$ cat config.mk
export PLATFORM = sky130hd
export DESIGN_NAME = wdt_top
export DESIGN_NICKNAME = d
export VERILOG_FILES = /design/src/hdl/wdt_pkg.sv /design/src/hdl/wdt_prescaler.sv /design/src/hdl/wdt_top.sv
export VERILOG_INCLUDE_DIRS = /design/src /design/src/hdl
export SDC_FILE = /design/constraint.sdc
export NUM_CORES = 1
export LEC_CHECK = 0
export ABC_AREA = 1
export BUFFER_PORTS_ARGS = -buffer_cell sky130_fd_sc_hd__buf_4
export CAP_MARGIN = 20
export CELL_PAD_IN_SITES_DETAIL_PLACEMENT = 1
export CELL_PAD_IN_SITES_GLOBAL_PLACEMENT = 2
export CORE_MARGIN = 1
export CORE_UTILIZATION = 32
export DETAILED_ROUTE_END_ITERATION = 7
export PLACE_DENSITY = 0.95
export SYNTH_ARGS = -nofsm -noshare
export SYNTH_HDL_FRONTEND = slang
export SYNTH_SLANG_ARGS = --single-unit
$ cat constraint.sdc
create_clock -name mclk -period 4.05 [get_ports mclk]
set_input_delay 0.2025 -clock mclk [delete_from_list [all_inputs] [get_ports mclk]]
set_output_delay 0.2025 -clock mclk [all_outputs]
set_load 0.02 [all_outputs]
$ cat src/hdl/wdt_params.svh
// Constants of the watchdog timer: widths, prescaler ratios and reset values.
// Assumes inclusion by bare name from the package and the design modules.
`ifndef WDT_PARAMS_SVH
`define WDT_PARAMS_SVH

// ****************************************************************
// Widths
// ****************************************************************
`define WDT_CNT_W      16
`define WDT_PRE_W      14

// ****************************************************************
// Prescaler ratios in system clock cycles per tick
// ****************************************************************
`define WDT_DIV_LOW    256
`define WDT_DIV_HIGH   16384

// ****************************************************************
// Reset values and counter limits
// ****************************************************************
`define WDT_RELOAD_RST 16'hFF00
`define WDT_RATIO_RST  1'b0
`define WDT_CNT_MAX    16'hFFFF
`define WDT_CNT_ZERO   16'h0000

`endif

$ cat src/hdl/wdt_pkg.sv
// Types shared by the watchdog timer modules.
// Assumes the constants header is on the include path.
`include "wdt_params.svh"

package wdt_pkg;

  // ****************************************************************
  // Phase of the watchdog
  // ****************************************************************
  typedef enum logic [1:0] {
    WDT_RUN,
    WDT_PREWARN,
    WDT_RESET
  } wdt_state_e;

  // ****************************************************************
  // Status seen by the core
  // ****************************************************************
  typedef struct packed {
    logic                   enabled;
    logic                   prewarn_phase;
    logic                   ratio_high;
    logic [`WDT_CNT_W-1:0]  reload;
    logic [`WDT_CNT_W-1:0]  count;
  } wdt_status_s;

endpackage

$ cat src/hdl/wdt_prescaler.sv
// Prescaler of the watchdog: divides the system clock into one-cycle ticks.
// Assumes run, clear and ratio_high come from logic on the same clock.
`timescale 1ns/1ps
`include "wdt_params.svh"

module wdt_prescaler
  import wdt_pkg::*;
#(
  parameter int DIV_LOW  = `WDT_DIV_LOW,
  parameter int DIV_HIGH = `WDT_DIV_HIGH
) (
  input  wire logic mclk,
  input  wire logic reset_n,
  input  wire logic run,
  input  wire logic clear,
  input  wire logic ratio_high,
  output logic      tick
);

  logic [`WDT_PRE_W-1:0] cnt_q;
  logic [`WDT_PRE_W-1:0] last;
  logic                  tick_q;

  // Terminal count of a ratio, cut to the counter width.
  function automatic logic [`WDT_PRE_W-1:0] term(input int div);
    term = `WDT_PRE_W'(div - 1);
  endfunction

  // ****************************************************************
  // Divider
  // ****************************************************************

  // The terminal count follows the selected ratio.
  assign last = ratio_high ? term(DIV_HIGH) : term(DIV_LOW);

  // A clear restarts the division so a service grants a whole first tick.
  // A count left above the terminal one by a ratio change wraps at once instead of running the full width.
  always_ff @(posedge mclk) begin
    if (!reset_n || clear) begin
      cnt_q <= '0;
    end else if (run) begin
      cnt_q <= (cnt_q >= last) ? '0 : cnt_q + `WDT_PRE_W'(1);
    end
  end

  // Tick is registered; it trails the terminal count by one cycle.
  always_ff @(posedge mclk) begin
    if (!reset_n || clear) begin
      tick_q <= 1'b0;
    end else begin
      tick_q <= run && (cnt_q >= last);
    end
  end

  assign tick = tick_q;

endmodule

$ cat src/hdl/wdt_top.sv
// Watchdog timer: a 16-bit up counter fed by a prescaler, steered by the core.
// Assumes the instruction strobes and reload write come from the core on mclk.
`timescale 1ns/1ps
`include "wdt_params.svh"

module wdt_top
  import wdt_pkg::*;
#(
  parameter int DIV_HIGH = `WDT_DIV_HIGH
) (
  input  wire logic                  mclk,
  input  wire logic                  reset_n,
  input  wire logic                  watchdog_disable_instruction,
  input  wire logic                  watchdog_enable_instruction,
  input  wire logic                  watchdog_service_instruction,
  input  wire logic                  reload_write,
  input  wire logic [`WDT_CNT_W-1:0] watchdog_reload_value,
  input  wire logic                  reload_ratio_high,
  output logic                       prewarn_irq,
  output logic                       reset_request,
  output wdt_status_s                status
);

  // ****************************************************************
  // Declarations
  // ****************************************************************
  wdt_state_e            state_q;
  logic                  enabled_q;
  logic [`WDT_CNT_W-1:0] count_q;
  logic [`WDT_CNT_W-1:0] reload_q;
  logic                  ratio_q;
  logic                  prewarn_irq_q;
  logic                  reset_request_q;
  logic                  prewarn_phase_q;
  logic                  tick;
  logic                  running;
  logic                  service;
  logic                  overflow;

  // ****************************************************************
  // Qualifiers
  // ****************************************************************

  // Counting stops for good once the reset request is out.
  assign running  = enabled_q && (state_q != WDT_RESET);
  // Servicing is refused once the prewarning is given: only a disable instruction can then hold off the reset.
  assign service  = watchdog_service_instruction && (state_q == WDT_RUN);
  assign overflow = running && tick && !service && (count_q == `WDT_CNT_MAX);

  // ****************************************************************
  // Prescaler
  // ****************************************************************

  wdt_prescaler #(
    .DIV_LOW    (`WDT_DIV_LOW),
    .DIV_HIGH   (DIV_HIGH)
  ) u_prescaler (
    .mclk       (mclk),
    .reset_n    (reset_n),
    .run        (running),
    .clear      (service),
    .ratio_high (ratio_q),
    .tick       (tick)
  );

  // ****************************************************************
  // Enable control
  // ****************************************************************

  // disable and enable
  // Disable wins when both strobes meet, the safe reading of a conflict.
  always_ff @(posedge mclk) begin
    if (!reset_n) begin
      enabled_q <= 1'b1;
    end else if (watchdog_disable_instruction) begin
      enabled_q <= 1'b0;
    end else if (watchdog_enable_instruction) begin
      enabled_q <= 1'b1;
    end
  end

  // ****************************************************************
  // Reload register and ratio
  // ****************************************************************

  // full range
  // The default pair gives 256 ticks of 256 clocks, 65536 clocks in all.
  always_ff @(posedge mclk) begin
    if (!reset_n) begin
      reload_q <= `WDT_RELOAD_RST;
      ratio_q  <= `WDT_RATIO_RST;
    end else if (reload_write) begin
      reload_q <= watchdog_reload_value;
      ratio_q  <= reload_ratio_high;
    end
  end

  // ****************************************************************
  // Counter
  // ****************************************************************

  // service reload
  // A new reload value takes effect at the next service, not at once.
  always_ff @(posedge mclk) begin
    if (!reset_n) begin
      count_q <= `WDT_RELOAD_RST;
    end else if (service) begin
      count_q <= reload_q;
    end else if (running && tick) begin
      count_q <= count_q + 16'h0001;
    end
  end

  // ****************************************************************
  // Overflow sequence
  // ****************************************************************

  // prewarning then reset
  // The prewarning phase runs a whole wrap from zero before the reset request.
  always_ff @(posedge mclk) begin
    if (!reset_n) begin
      state_q <= WDT_RUN;
    end else if (overflow) begin
      unique case (state_q)
        WDT_RUN:     state_q <= WDT_PREWARN;
        WDT_PREWARN: state_q <= WDT_RESET;
        WDT_RESET:   state_q <= WDT_RESET;
      endcase
    end
  end

  always_ff @(posedge mclk) begin
    if (!reset_n) begin
      prewarn_irq_q <= 1'b0;
    end else begin
      prewarn_irq_q <= overflow && (state_q == WDT_RUN);
    end
  end

  // reset request held
  // The request holds until the system reset comes back to this block.
  always_ff @(posedge mclk) begin
    if (!reset_n) begin
      reset_request_q <= 1'b0;
    end else if (overflow && (state_q == WDT_PREWARN)) begin
      reset_request_q <= 1'b1;
    end
  end

  // prewarning phase flag
  // Kept as its own flip-flop so the status output is never a decode of the state register.
  always_ff @(posedge mclk) begin
    if (!reset_n) begin
      prewarn_phase_q <= 1'b0;
    end else if (overflow) begin
      prewarn_phase_q <= 1'b1;
    end
  end

  // ****************************************************************
  // Outputs
  // ****************************************************************

  // Every field is a flip-flop of this module.
  assign prewarn_irq          = prewarn_irq_q;
  assign reset_request        = reset_request_q;
  assign status.enabled       = enabled_q;
  assign status.prewarn_phase = prewarn_phase_q;
  assign status.ratio_high    = ratio_q;
  assign status.reload        = reload_q;
  assign status.count         = count_q;
endmodule

==> impl_metrics.toml <==
[global_route]
global_route.usage.total_pct = 17.0
wire_length_of_the_first_global_routing_pass_mm = 13.2
grt_pass1_vias = 2739
grt_start_max_net_pins = 29
grt_overflow_total = 0
antenna_found_initial = 0

[finish]
syn2layout_area_growth_pct = 20.8
final_net_count = 498
fill_cells = 1143
antenna_cells = 0
final_cell_count_no_fill = 573
regArea_um2 = 1080
multi_input_area_um2 = 1500
drive_gt1_share_pct = 18.5
mostFrequentLayoutCell = "nand2_1"
most_used_cells_in_the_layout_excluding_fill_and_tap_cells = "123 x nand2_1, 59 x buf_4, 54 x dfxtp_1"

[power]
power.share.clock_pct = 33.2
internal_power_mw = 0.805
power_per_cell_area_nw_per_um2 = 322
peakVddDrop_mv = 0.153
power.sequential.fraction_pct = 52.0
sw_ratio_pct = 27.8
power.leakage_nw = 1.61
p_sw_mw = 0.310
proportion_of_power_drawn_by_combinational_gates_pct = 14.8

[clock_network]
clock_insertion_delay_worst_skew_ps = 310
postCtsSetupRepairBufs = 0
clk_pin_slew_ps = 90
cts-hold-fix-buffers = 0
post_cts.resized_instances = 0
cts.sink_count = 54
clockRootBuffer = "clkbuf_8"
cts_inserted_buffers = 5
htree_depth = 2
cts_tree = "done"
worst_case_clock_buffer_depth = 2

[placement]
place.gp.congestion = 0.796
placement.io_buffers = 59
dp.final_hpwl_mm = 5.91
post-place-cells = 565

[critical_path]
worst_setup_path_end_kind = "flop"
timing.critical_path.mode_cell = "nand2_1"
critPathTopFamily = "simple AND/OR/NAND/NOR gates"
cp_num_buf_inv = 2
crit_chain = "inv_1, ha_1, nand2_1, inv_2, nor2_4, nand2_1, nand2_1, a21oi_1"
critical_path.max_stage_delay_ps = 450
rr_worst_depth = 8
critical_path_arrival_ps = 2060
startpoint = "state_q[0]"
timing.critical_path.depth = 8
reg2reg_to = "state_q[0]"
timing.critical_path.to = "state_q[0]"
timing_worst_setup_path_type = "flop to flop"
critPathSlowestCell = "nor2_4"
reg2reg_slack_ps = 2170
rr_startpoint = "state_q[0]"
critPathLaunchType = "flop"
worst_ep_required_time_ps = 4230
crit_path_max_fanout = 21

[yosys]
synth-compound-area-share_pct = 6.68
post_synth_num_cell_types = 33
yosysWarningCount = 0
syn-num-nets = 446
synth_area_um2 = 2860
postSynthCellCount = 412
synth_fa_ha_area_share_pct = 4.81
synth_top_family_by_area = "simple AND/OR/NAND/NOR gates"
synthesis.area_per_instance_um2 = 6.95
synthSimpleGateAreaFrac_pct = 36.3
synth_mux_area_share_pct = 0.349
ys_seq_elements = 54
synth_seq_area_share_pct = 37.7
parity_gate_share_of_the_synthesized_area_counting_xor_and_xnor_cells_pct = 4.28

[timing]
period_share_pct = 46.4
fin_worst_skew_ps = 11.8
max_slew.worst_pin.slew_ps = 494
timing.setup.tns_ps = 0
timing.final.crit_period_ps = 1880
report.final.setup_viol = 0
timing.max_slew.rel_slack_pct = 66.9
slew_violations = 0
clock.fmax_mhz = 532
hold_violations = 0
rsz0062_at_grt = "no"

[min_path]
timing.hold.worst.class = "input pin to flop"

[drt]
dr.first_iter.drc_count = 125
drtPass1Iterations = 4
routed_wire_length_per_instance_um = 13.5
viasPerCell = 4.72
drtAntennaViolNets = 0
vias = 2705
wl_mm = 7.75
drc = 0

[floorplanning]
initial_utilization_pct = 33.0
fp.dieH_um = 96.6
design.die.area_um2 = 9330
dieWidth_um = 96.6
rows = 34
floorplan.io_pins = 60
design.core.area_um2 = 8680

[run]
drv.max_cap_violation_count = 0

[outcome]
status = "complete, no violations"
## synth_stat cells, drive strengths merged
cell type / count / area (um^2)
xnor2: 3 / 26.3
dfxtp: 54 / 1080
buf: 10 / 77.6
ha: 11 / 138
clkinv: 1 / 3.75
nand3: 32 / 175
nor2: 63 / 295
mux2i: 1 / 10.0
inv: 49 / 184
nor3: 4 / 25.0
nand3b: 4 / 30.0
a21oi: 9 / 45.0
o21bai: 1 / 7.51
o211ai: 2 / 15.0
o22ai: 1 / 6.26
clkbuf: 4 / 15.0
xor2: 11 / 96.3
o21ai: 16 / 80.1
nand2: 126 / 490
a31oi: 6 / 37.5
nand4: 4 / 25.0
## flip-flops by register name (all words and copies together), names as in the netlist
signal	cells
u_prescaler.tick	1
state_q	2
reload_q	16
reset_request	1
enabled_q	1
u_prescaler.cnt_q	14
prewarn_irq	1
prewarn_phase_q	1
count_q	16
ratio_q	1
## routing by layer
metal | vias up | GRT usage [%] | wire [um]
li1 | 1389 | - | -
met1 | 1262 | 23.3 | 3870
met2 | 47 | 28.6 | 3580
met3 | 7 | 2.17 | 213
met4 | 0 | 3.67 | 85
met5 | - | 0 | 0
## through the flow
stage	total power [mW]	hold WS [ps]	area [um^2]	worst slack, ps	util (%)
6_report	1.12	94.3	3460	2170	39.9
5_1_grt	1.17	93.2	3460	1970	39.9
4_1_cts	1.13	93.7	3460	2150	39.9
3_5_place_dp	0.759	425	3350	2170	38.6
3_3_place_gp	0.753	414	3350	2260	38.6
2_1_floorplan	0.686	314	2860	2520	-
## logic make-up (layout without fill, tap and decap cells)
group                    Yosys count  after routing
flip-flops                        54             54
AND/OR/NAND/NOR                  233            233
buffers and inverters             64            117
XOR/XNOR                          14             14
adder cells (fa/ha/maj)           11             11
multiplexers                       1              1
AO/OA/AOI/OAI                     35             35
## worst min path at each step
stage / start / endpoint / cells after the start
after floorplan: watchdog_disable_instruction / enabled_q / 1
after global placement: watchdog_disable_instruction / enabled_q / 2
after detailed placement: watchdog_reload_value[14] / reload_q[14] / 3
after CTS: watchdog_disable_instruction / enabled_q / 2
after global routing: watchdog_disable_instruction / enabled_q / 2
final: watchdog_disable_instruction / enabled_q / 2
## area by class of cell
class / instances / share of cell area [%]
inverter: 50 / 5.42
multi-input combinational: 294 / 43.4
clock buffer: 6 / 2.10
tap: 108 / 3.91
sequential: 54 / 31.2
timing repair buffer: 59 / 12.8
clock inverter: 2 / 1.08
## power groups by stage
stage	Clock, mW	Combinational [mW]	Sequential, mW
after global placement	0	0.162	0.591
after global routing	0.404	0.183	0.584
final	0.370	0.165	0.580
after floorplan	0	0.0782	0.608
after detailed placement	0	0.167	0.592
after CTS	0.382	0.168	0.580
No activity file was read; power rests on OpenSTA's default activity.
